===== config.mk =====
export PLATFORM = sky130hd
export DESIGN_NAME = dps_top
export DESIGN_NICKNAME = d
export VERILOG_FILES = /design/src/dps_pkg.sv /design/src/dps_top.sv
export SDC_FILE = /design/constraint.sdc
export NUM_CORES = 2
export LEC_CHECK = 0
export ABC_CLOCK_PERIOD_IN_PS = 10000
export BUFFER_PORTS_ARGS = -buffer_cell sky130_fd_sc_hd__buf_2
export CAP_MARGIN = 25
export CORE_MARGIN = 2
export CORE_UTILIZATION = 32
export CTS_CLUSTER_DIAMETER = 100
export DETAILED_ROUTE_END_ITERATION = 16
export GPL_TIMING_DRIVEN = 0
export HOLD_SLACK_MARGIN = 0.05
export PLACE_DENSITY = 0.46
export REMOVE_ABC_BUFFERS = 1
export SYNTH_ARGS = -nofsm -noshare
export SYNTH_HDL_FRONTEND = slang
export SYNTH_SLANG_ARGS = --single-unit

===== constraint.sdc =====
create_clock -name aclk -period 10 [get_ports aclk]
set_input_delay 2 -clock aclk [delete_from_list [all_inputs] [get_ports aclk]]
set_output_delay 2 -clock aclk [all_outputs]
set_load 0.1 [all_outputs]

===== src/dps_pkg.sv =====
// dps_pkg: constants and types of the two-channel pulse and serial generator.
// assumes a single aclk domain and an AXI4-Lite register port with 32-bit data.
`default_nettype none
package dps_pkg;
   // modulator clock; the logic runs on aclk, the nominal rate is kept for reference
   localparam int unsigned DPS_CLK_MHZ = 250;
   localparam int unsigned DPS_NOM_MHZ = 100;
   localparam int DPS_NCH = 2;
   localparam int DPS_FIFO_DEPTH = 64;
   localparam logic [6:0] DPS_FIFO_FULL = 7'h40;
   localparam int DPS_WORD_BITS = 32;
   // register byte offsets
   localparam logic [7:0] DPS_OFF_CTRL = 8'h00;
   localparam logic [7:0] DPS_OFF_STAT = 8'h04;
   localparam logic [7:0] DPS_OFF_DMA = 8'h08;
   localparam logic [7:0] DPS_OFF_PER1 = 8'h10;
   localparam logic [7:0] DPS_OFF_WORD1 = 8'h14;
   localparam logic [7:0] DPS_OFF_FIFO = 8'h18;
   localparam logic [7:0] DPS_OFF_PER2 = 8'h20;
   localparam logic [7:0] DPS_OFF_WORD2 = 8'h24;
   // reset values and masks
   localparam logic [31:0] DPS_PER_RST = 32'h00000020;
   localparam logic [31:0] DPS_WORD_RST = 32'h00000000;
   localparam logic [31:0] DPS_DMA_RST = 32'h00000707;
   localparam logic [31:0] DPS_DMA_MASK = 32'h8000ffff;
   localparam logic [31:0] DPS_SER_LEN = 32'h00000020;
   // control field positions
   localparam int DPS_FLUSH_BIT = 6;
   // status field positions
   localparam int DPS_ST_FULL = 0;
   localparam int DPS_ST_EMPTY = 1;
   localparam int DPS_ST_WERR = 2;
   localparam int DPS_ST_RERR = 3;
   localparam int DPS_ST_GAP0 = 4;
   localparam int DPS_ST_BUSY0 = 9;
   localparam logic [1:0] DPS_RESP_OKAY = 2'h0;
   localparam logic [1:0] DPS_RESP_SLVERR = 2'h2;
   // one channel's control byte, msb first
   typedef struct packed {
      logic ms;
      logic spare;
      logic fifo;
      logic inv;
      logic idle;
      logic rpt;
      logic mode;
      logic on;
   } dps_cfg_type;
   // one modulator step: output bit and next accumulator
   typedef struct packed {
      logic bit_out;
      logic [31:0] acc;
   } dps_step_type;
   typedef enum logic [0:0] {DPS_IDLE, DPS_SEND} dps_state_type;
endpackage
`default_nettype wire


===== src/dps_top.sv =====
// dps_top: two pulse/serial channels, shared 64-word fifo, AXI4-Lite registers.
// assumes one aclk domain; pwm_out drives pins directly.
// Operation
// - two independent channels, each selects modulation or serialiser mode
// - both modes run on the one modulator clock
// - shared fifo of sixty-four 32-bit words fed by the fifo port
// - N ones in M cycles, spread as evenly as possible
// - spread mode uses the word as N and period as M
// - mark/space mode bypasses spreading; mark is the word, period is period
// - modulation sends while data register source, or fifo source not empty
// - serialiser shifts word msb first within the period
// - short period truncates, long period pads; period resets to 32
// - channel_on starts a channel; registers and fifo always writable
// - mode bit zero selects modulation, one selects serialiser
// - mark_space_select chooses mark/space, ignored in serialiser mode
// - repeat_last_word resends last fifo word on empty, else stop
// - idle_level drives output when idle and pads serial periods
// - output_invert inverts the final output
// - fifo_source_select picks fifo when one, channel_word when zero
// - writing one to fifo_flush empties fifo; bit reads zero
// - control layout: channel 1 low byte, channel 2 next byte
// - shared fifo words alternate between channels, channel 1 first
//
// Local design decision: the AXI4-Lite interface to the registers.
`default_nettype none
module dps_top (
   input wire logic aclk,
   input wire logic aresetn,
   input wire logic s_axi_awvalid,
   output logic s_axi_awready,
   input wire logic [7:0] s_axi_awaddr,
   input wire logic s_axi_wvalid,
   output logic s_axi_wready,
   input wire logic [31:0] s_axi_wdata,
   input wire logic [3:0] s_axi_wstrb,
   output logic s_axi_bvalid,
   input wire logic s_axi_bready,
   output logic [1:0] s_axi_bresp,
   input wire logic s_axi_arvalid,
   output logic s_axi_arready,
   input wire logic [7:0] s_axi_araddr,
   output logic s_axi_rvalid,
   input wire logic s_axi_rready,
   output logic [31:0] s_axi_rdata,
   output logic [1:0] s_axi_rresp,
   output logic [1:0] pwm_out
);
   dps_pkg::dps_cfg_type cfg_reg [2];
   logic [31:0] per_reg [2];
   logic [31:0] word_reg [2];
   logic [31:0] dma_reg;
   logic [31:0] fifo_mem [dps_pkg::DPS_FIFO_DEPTH];
   logic [5:0] rd_ptr_reg;
   logic [5:0] wr_ptr_reg;
   logic [6:0] count_reg;
   logic werr_reg;
   logic rerr_reg;
   logic [1:0] gap_reg;
   logic turn_reg;
   dps_pkg::dps_state_type st_reg [2];
   logic [31:0] pos_reg [2];
   logic [31:0] acc_reg [2];
   logic [31:0] cur_reg [2];
   logic [1:0] have_last_reg;
   logic [7:0] aw_addr_reg;
   logic [31:0] wd_reg;
   logic [3:0] ws_reg;
   logic wr_go_c;
   logic flush_c;
   logic push_c;
   logic pop_c;
   logic empty_c;
   logic full_c;
   logic share_c;
   logic [31:0] head_c;
   logic [1:0] req_c;
   logic [1:0] grant_c;
   logic [1:0] ok_c;
   logic [1:0] lost_c;
   logic [31:0] w_c [2];
   dps_pkg::dps_step_type step_c [2];
   logic [31:0] rd_c;
   logic [31:0] stat_c;

   // byte-lane merge of a register write
   function automatic logic [31:0] dps_merge(input logic [31:0] old, input logic [31:0] nw,
                                             input logic [3:0] strb);
      logic [31:0] r;
      r = old;
      for (int b = 0; b < 4; b++) begin
         if (strb[b]) begin
            r[b*8 +: 8] = nw[b*8 +: 8];
         end
      end
      return r;
   endfunction

   // address decode shared by read and write paths
   function automatic logic dps_mapped(input logic [7:0] a);
      return a == dps_pkg::DPS_OFF_CTRL || a == dps_pkg::DPS_OFF_STAT ||
         a == dps_pkg::DPS_OFF_DMA || a == dps_pkg::DPS_OFF_PER1 ||
         a == dps_pkg::DPS_OFF_WORD1 || a == dps_pkg::DPS_OFF_FIFO ||
         a == dps_pkg::DPS_OFF_PER2 || a == dps_pkg::DPS_OFF_WORD2;
   endfunction

   // one output bit of a channel for word w at period position pos
   function automatic dps_pkg::dps_step_type dps_step(input dps_pkg::dps_cfg_type c,
         input logic [31:0] w, input logic [31:0] pos, input logic [31:0] acc,
         input logic [31:0] per);
      dps_pkg::dps_step_type s;
      logic [32:0] sum;
      s.acc = acc;
      sum = {1'b0, acc} + {1'b0, w};
      if (c.mode) begin
         // msb first; positions past the word carry the idle level
         s.bit_out = (pos < dps_pkg::DPS_SER_LEN) ? w[~pos[4:0]] : c.idle;
      end else if (c.ms) begin
         s.bit_out = pos < w;
      end else if (sum >= {1'b0, per}) begin
         s.bit_out = 1'b1;
         s.acc = 32'(sum - {1'b0, per});
      end else begin
         s.bit_out = 1'b0;
         s.acc = sum[31:0];
      end
      return s;
   endfunction

   // write commits once both address and data are held
   assign wr_go_c = !s_axi_awready && !s_axi_wready && !s_axi_bvalid;
   assign flush_c = wr_go_c && aw_addr_reg == dps_pkg::DPS_OFF_CTRL && ws_reg[0] &&
      wd_reg[dps_pkg::DPS_FLUSH_BIT];
   assign push_c = wr_go_c && aw_addr_reg == dps_pkg::DPS_OFF_FIFO && !full_c;
   assign empty_c = count_reg == 7'h00;
   assign full_c = count_reg == dps_pkg::DPS_FIFO_FULL;
   assign head_c = fifo_mem[rd_ptr_reg];
   assign pop_c = |grant_c;

   // word source and step for each channel at this position
   always_comb begin
      share_c = cfg_reg[0].on & cfg_reg[0].fifo & cfg_reg[1].on & cfg_reg[1].fifo;
      for (int i = 0; i < dps_pkg::DPS_NCH; i++) begin
         req_c[i] = cfg_reg[i].on & cfg_reg[i].fifo & (pos_reg[i] == 32'h0);
         // when shared, only the channel whose turn it is may pop
         grant_c[i] = req_c[i] & ~empty_c & (~share_c | (turn_reg == 1'(i)));
         w_c[i] = cur_reg[i];
         ok_c[i] = 1'b1;
         lost_c[i] = 1'b0;
         if (pos_reg[i] == 32'h0) begin
            if (!cfg_reg[i].fifo) begin
               w_c[i] = word_reg[i];
            end else if (grant_c[i]) begin
               w_c[i] = head_c;
            end else if (!(cfg_reg[i].rpt & have_last_reg[i])) begin
               ok_c[i] = 1'b0;
               lost_c[i] = req_c[i] & empty_c;
            end
         end
         step_c[i] = dps_step(cfg_reg[i], w_c[i], pos_reg[i], acc_reg[i], per_reg[i]);
      end
   end

   // fifo pointers; flush wins over everything else
   always_ff @(posedge aclk) begin
      if (!aresetn || flush_c) begin
         rd_ptr_reg <= 6'h00;
         wr_ptr_reg <= 6'h00;
         count_reg <= 7'h00;
      end else begin
         if (push_c) begin
            wr_ptr_reg <= wr_ptr_reg + 6'h01;
         end
         if (pop_c) begin
            rd_ptr_reg <= rd_ptr_reg + 6'h01;
         end
         count_reg <= 7'(count_reg + {6'h00, push_c} - {6'h00, pop_c});
      end
   end

   // fifo storage, no reset needed
   always_ff @(posedge aclk) begin
      if (push_c) begin
         fifo_mem[wr_ptr_reg] <= dps_merge(32'h0, wd_reg, ws_reg);
      end
   end

   // turn for shared use; channel 1 first after any change of sharing
   always_ff @(posedge aclk) begin
      if (!aresetn || !share_c) begin
         turn_reg <= 1'b0;
      end else if (pop_c) begin
         turn_reg <= ~turn_reg;
      end
   end

   // channel units; outputs come straight from these flops
   always_ff @(posedge aclk) begin
      if (!aresetn) begin
         for (int i = 0; i < dps_pkg::DPS_NCH; i++) begin
            st_reg[i] <= dps_pkg::DPS_IDLE;
            pos_reg[i] <= 32'h0;
            acc_reg[i] <= 32'h0;
            cur_reg[i] <= 32'h0;
         end
         have_last_reg <= 2'h0;
         pwm_out <= 2'h0;
      end else begin
         for (int i = 0; i < dps_pkg::DPS_NCH; i++) begin
            if (grant_c[i]) begin
               have_last_reg[i] <= 1'b1;
            end else if (flush_c) begin
               have_last_reg[i] <= 1'b0;
            end
            if (!cfg_reg[i].on) begin
               st_reg[i] <= dps_pkg::DPS_IDLE;
               pos_reg[i] <= 32'h0;
               acc_reg[i] <= 32'h0;
               pwm_out[i] <= cfg_reg[i].idle ^ cfg_reg[i].inv;
            end else if (!ok_c[i]) begin
               st_reg[i] <= dps_pkg::DPS_IDLE;
               pwm_out[i] <= cfg_reg[i].idle ^ cfg_reg[i].inv;
            end else begin
               st_reg[i] <= dps_pkg::DPS_SEND;
               acc_reg[i] <= step_c[i].acc;
               pwm_out[i] <= step_c[i].bit_out ^ cfg_reg[i].inv;
               cur_reg[i] <= w_c[i];
               // period ends when pos+1 reaches period_length
               if ({1'b0, pos_reg[i]} + 33'h1 >= {1'b0, per_reg[i]}) begin
                  pos_reg[i] <= 32'h0;
               end else begin
                  pos_reg[i] <= pos_reg[i] + 32'h1;
               end
            end
         end
      end
   end

   // status events; a set in the clearing cycle wins
   always_ff @(posedge aclk) begin
      if (!aresetn) begin
         werr_reg <= 1'b0;
         rerr_reg <= 1'b0;
         gap_reg <= 2'h0;
      end else begin
         if (wr_go_c && aw_addr_reg == dps_pkg::DPS_OFF_STAT && ws_reg[0]) begin
            werr_reg <= werr_reg & ~wd_reg[dps_pkg::DPS_ST_WERR];
            rerr_reg <= rerr_reg & ~wd_reg[dps_pkg::DPS_ST_RERR];
            gap_reg <= gap_reg & ~wd_reg[dps_pkg::DPS_ST_GAP0 +: 2];
         end
         if (wr_go_c && aw_addr_reg == dps_pkg::DPS_OFF_FIFO && full_c) begin
            werr_reg <= 1'b1;
         end
         if (|lost_c) begin
            rerr_reg <= 1'b1;
         end
         for (int i = 0; i < dps_pkg::DPS_NCH; i++) begin
            if (lost_c[i] && st_reg[i] == dps_pkg::DPS_SEND) begin
               gap_reg[i] <= 1'b1;
            end
         end
      end
   end

   // software registers; bits 6 and 14 are never stored
   always_ff @(posedge aclk) begin
      if (!aresetn) begin
         for (int i = 0; i < dps_pkg::DPS_NCH; i++) begin
            cfg_reg[i] <= '0;
            per_reg[i] <= dps_pkg::DPS_PER_RST;
            word_reg[i] <= dps_pkg::DPS_WORD_RST;
         end
         dma_reg <= dps_pkg::DPS_DMA_RST;
      end else if (wr_go_c) begin
         unique case (aw_addr_reg)
            dps_pkg::DPS_OFF_CTRL: begin
               for (int i = 0; i < dps_pkg::DPS_NCH; i++) begin
                  if (ws_reg[i]) begin
                     cfg_reg[i] <= wd_reg[i*8 +: 8] & 8'hbf;
                  end
               end
            end
            dps_pkg::DPS_OFF_DMA: begin
               dma_reg <= dps_merge(dma_reg, wd_reg, ws_reg) & dps_pkg::DPS_DMA_MASK;
            end
            dps_pkg::DPS_OFF_PER1: begin
               per_reg[0] <= dps_merge(per_reg[0], wd_reg, ws_reg);
            end
            dps_pkg::DPS_OFF_WORD1: begin
               word_reg[0] <= dps_merge(word_reg[0], wd_reg, ws_reg);
            end
            dps_pkg::DPS_OFF_PER2: begin
               per_reg[1] <= dps_merge(per_reg[1], wd_reg, ws_reg);
            end
            dps_pkg::DPS_OFF_WORD2: begin
               word_reg[1] <= dps_merge(word_reg[1], wd_reg, ws_reg);
            end
            default: begin
            end
         endcase
      end
   end

   // status word and read mux
   always_comb begin
      stat_c = 32'h0;
      stat_c[dps_pkg::DPS_ST_FULL] = full_c;
      stat_c[dps_pkg::DPS_ST_EMPTY] = empty_c;
      stat_c[dps_pkg::DPS_ST_WERR] = werr_reg;
      stat_c[dps_pkg::DPS_ST_RERR] = rerr_reg;
      stat_c[dps_pkg::DPS_ST_GAP0 +: 2] = gap_reg;
      stat_c[dps_pkg::DPS_ST_BUSY0] = st_reg[0] == dps_pkg::DPS_SEND;
      stat_c[dps_pkg::DPS_ST_BUSY0 + 1] = st_reg[1] == dps_pkg::DPS_SEND;
      unique case (s_axi_araddr)
         dps_pkg::DPS_OFF_CTRL: rd_c = {16'h0, cfg_reg[1], cfg_reg[0]};
         dps_pkg::DPS_OFF_STAT: rd_c = stat_c;
         dps_pkg::DPS_OFF_DMA: rd_c = dma_reg;
         dps_pkg::DPS_OFF_PER1: rd_c = per_reg[0];
         dps_pkg::DPS_OFF_WORD1: rd_c = word_reg[0];
         dps_pkg::DPS_OFF_PER2: rd_c = per_reg[1];
         dps_pkg::DPS_OFF_WORD2: rd_c = word_reg[1];
         default: rd_c = 32'h0; // fifo port and holes read zero
      endcase
   end

   // write channels: address and data taken in either order
   always_ff @(posedge aclk) begin
      if (!aresetn) begin
         s_axi_awready <= 1'b1;
         s_axi_wready <= 1'b1;
         s_axi_bvalid <= 1'b0;
         s_axi_bresp <= dps_pkg::DPS_RESP_OKAY;
         aw_addr_reg <= 8'h00;
         wd_reg <= 32'h0;
         ws_reg <= 4'h0;
      end else begin
         if (s_axi_awvalid && s_axi_awready) begin
            aw_addr_reg <= s_axi_awaddr;
            s_axi_awready <= 1'b0;
         end
         if (s_axi_wvalid && s_axi_wready) begin
            wd_reg <= s_axi_wdata;
            ws_reg <= s_axi_wstrb;
            s_axi_wready <= 1'b0;
         end
         if (wr_go_c) begin
            s_axi_bvalid <= 1'b1;
            s_axi_bresp <= dps_mapped(aw_addr_reg) ? dps_pkg::DPS_RESP_OKAY :
               dps_pkg::DPS_RESP_SLVERR;
         end
         if (s_axi_bvalid && s_axi_bready) begin
            s_axi_bvalid <= 1'b0;
            s_axi_awready <= 1'b1;
            s_axi_wready <= 1'b1;
         end
      end
   end

   // read channel: answer the cycle after the address is taken
   always_ff @(posedge aclk) begin
      if (!aresetn) begin
         s_axi_arready <= 1'b1;
         s_axi_rvalid <= 1'b0;
         s_axi_rdata <= 32'h0;
         s_axi_rresp <= dps_pkg::DPS_RESP_OKAY;
      end else if (s_axi_arvalid && s_axi_arready) begin
         s_axi_arready <= 1'b0;
         s_axi_rvalid <= 1'b1;
         s_axi_rdata <= rd_c;
         s_axi_rresp <= dps_mapped(s_axi_araddr) ? dps_pkg::DPS_RESP_OKAY :
            dps_pkg::DPS_RESP_SLVERR;
      end else if (s_axi_rvalid && s_axi_rready) begin
         s_axi_rvalid <= 1'b0;
         s_axi_arready <= 1'b1;
      end
   end

   for (genvar g = 0; g < 2; g++) begin : g_chk

   end
endmodule
`default_nettype wire


==> results.md <==
* Via count at 65900
* Routability cong. at about 0.87
* Routed Wire Length at 379000 microns
* Die area at 348000 sq um
* CTS tree: yes
* Kind of critical path: reg -> reg
* Largest net degree at the start of global routing at 87
* Largest register FFs at 2048
* Min Hold Slack at ~490 ps
* Root buf cell: clkbuf_16
* Crit path DAT at between 10000 and 15000 ps
* Min cycle time layout at approximately 9700 ps
* Clock sinks at 2518
* Final std cells w/o fill at between 10000 and 15000
* Gr usage total at a little over a fifth
* Final Cycle Share at around 97%
* Multi-input logic area at between 30000 and 40000 sq um
* Highest Clock Rate at roughly 0.10 GHz
* Final setup fails at 0
* CTS H-tree lvls at 5
* Endpoints failing hold at 0
* Largest Register: fifo_mem
* Syn avg cell area at around 16 sq um
* Async set-reset flop share out of synthesis at 0%
* PortBufs at between 90 and 100
* Die H at 590 microns
* Setup WS post-layout at approximately 340 ps
* First-pass GRT wire length at 524000 microns
* First DRT Iteration DRCs at between 6000 and 7000
* Reg area at approximately 74000 sq um
* Vias in the first global route at 65600
* Max Buffers Root-to-Sink at 4
* FF+latch count, synth at 2518
* Die Wd at a little under 600 microns
* Netlist cell types at between 90 and 100
* Insertion delay to the later sink of the worst-skew pair at 930 ps
* Worst Clk Skew at 76.2 ps
* Hold Crit Class: reg -> reg
* Setup crit end kind: flop
* Leakage at between 40 and 50 nW
* Initial antenna violation count at 19
* Slowest cell delay on critical path at ~960 ps
* EDFF count, synth at roughly 2400
* Worst EP required at roughly 11000 ps
* # rows at between 200 and 250
* DR vias/cell at around 5.5
* Num CTS Buffers at 286
* Nets at between 7000 and 8000
* Slew at the pin closest to its max-slew limit at around 1100 ps
* DRT Pass-1 Iters at 6
* Top FF cell, synth: edfxtp_1
* Max-cap viol count at 0
* Placement Setup Slack at -1660 ps
* Pwr per Cell Area at 263 nW/um^2
* Wire per inst at 31.5 microns
* Post-route DRC violation count at 0
* Initial core utilization at 32.1%
* Mapped Area at between 100000 and 150000 sq um
* Dpl cells at about 11000
* Area Growth Syn to Fin at 18.5%
* Status: finished, final reports clean
* Worst setup SP type: flop
* Clk slew on worst S/H paths at roughly 60 ps
* Sequential fraction of the synthesis area at 67.7%
* Hold_buf cts at 0
* Fillers at around 32000
* Gate Count Post-Synth at between 6000 and 7000
* Slew Limit Fails at 0
* Yosys warns at 0
* I/O pins at between 100 and 150
* CP max-delay cell: o21ai_0
* Worst-path fanout max at 27
* DRT antenna net count at 0
* Layout cell share with drive strength beyond 1 at roughly 20%
* Core area at around 340000 sq um
* GR Overflow Total at 0
* Slew margin rel. at a little under a quarter
* DP HPWL at 262000 microns
* VDD IR max at roughly 0.29 mV
[report_power, final]
| group | internal, W | switching [W] | leakage [nW] |
|---|---|---|---|
| clock network | 0.00600 | 0.00437 | 4.43 |
| registers | 0.0118 | 0.000195 | 27.5 |
| logic | 0.00477 | 0.00710 | 15.5 |
| total | 0.0225 | 0.0117 | 47.4 |
[cells by family (layout without fill, tap and decap cells)]
kind of cell    after synthesis  in the layout  synth area share [%]
flops                      2518           2518                  67.7
other cells                   2             14               0.00684
buf+inv                     522           1090                  2.18
xor+xnor                    185            185                  1.48
compound gates             1163           1163                  7.22
mux                         740            740                  11.6
fa+ha+maj                   274            274                  3.16
simple gates               1472           1472                  6.72
[final timing paths]
path | from | end | slack, ps | cells past startpoint
setup / recovery | flop | pwm_out[1]$_SDFF_PN0_ | 340 | 30
hold / removal | s_axi_rvalid$_SDFFE_PN0P_ | s_axi_rvalid$_SDFFE_PN0P_ | 490 | 2
setup reg to reg | flop | pwm_out[1]$_SDFF_PN0_ | 340 | 30
hold reg to reg | s_axi_rvalid$_SDFFE_PN0P_ | s_axi_rvalid$_SDFFE_PN0P_ | 490 | 2
[metrics by stage]
stage / cell area [sq um] / utilization, % / total power [W] / setup TNS (ps)
after global placement: 114000 / 33.4 / 0.0238 / -4511070
after floorplan: 108000 / - / 0.0208 / -1878060
after CTS: 130000 / 37.9 / 0.0343 / 0
after global routing: 130000 / 38.0 / 0.0359 / -8.38
final: 130000 / 38.0 / 0.0342 / 0
after detailed placement: 121000 / 35.2 / 0.0238 / -72690
[synth_stat cells, types with 30 or more instances]
cell type  count  area share [%]
buf_2         75            0.34
o21a_1        30            0.21
and2_1        99            0.56
and3_1        65            0.37
o21ai_0      123            0.56
o211ai_1      30            0.21
a22oi_1      156             1.1
nor2_1       413             1.4
mux4_2       417             8.6
nor2b_1      129            0.74
o22ai_1      112            0.64
inv_1        194            0.66
nand3_1      103            0.47
mux2_2        57            0.58
xor2_1        58            0.46
mux2i_1      266             2.4
a21o_1       112            0.77
xnor2_1      127             1.0
buf_6         32            0.33
nand2b_1      48            0.27
a21oi_1      229             1.0
edfxtp_1    2384              65
a21boi_0      50            0.34
nor4_1        47            0.27
ha_1         269             3.1
nor3_1        79            0.36
clkbuf_1     167            0.57
nand2_1      311             1.1
nand4_1       61            0.35
a211oi_1      43            0.29
dfxtp_1      134             2.4
[layer usage]
metal | up-vias | part of all wire [%] | track usage, %
li1 | 28100 | - | -
met1 | 34800 | 43 | 29.6
met2 | 2399 | 46 | 34.3
met3 | 551 | 6.7 | 3.41
met4 | 8 | 3.8 | 7.24
met5 | - | 0.014 | 0
[cells in the final DEF (no fill, tap or decap), drive strengths merged, types with 103 or more instances in the layout]
cell	n
xnor2	127
mux4	417
buf	380
clkbuf	368
a22oi	156
nor2b	129
nand3	103
clkinv	105
edfxtp	2384
o21ai	148
inv	215
nor2	413
mux2i	266
o22ai	112
ha	269
dfxtp	134
a21oi	229
a21o	112
nand2	311
[critical path, delay by kind of cell (launching register included)]
| kind | cells | cell delay (ps) |
|---|---|---|
| buffers and inverters | 3 | 610 |
| and+or+nand+nor | 11 | 2860 |
| DFF | 1 | 630 |
| xor gates and xnor gates | 1 | 230 |
| adders and majority gates | 2 | 900 |
| AOI/OAI and AO/OA | 12 | 3840 |
| muxes | 1 | 380 |
[area by class of cell]
cell class / instances / area share (%)
timing repair buffer: 382 / 4.65
tap: 4557 / 4.38
inverter: 202 / 0.585
multi-input combinational: 3838 / 26.3
antenna: 10 / 0.0192
clock buffer: 366 / 5.92
sequential: 2518 / 57.1
clock inverter: 140 / 1.02
[timing repair]
action,in CTS,in global routing
resized for setup,39,30
pin swaps,2,2
setup endpoints to repair,66,63
gates cloned,0,0
setup buffers,11,5
hold endpoints to repair,0,0
No activity file was read; power rests on OpenSTA's default activity.
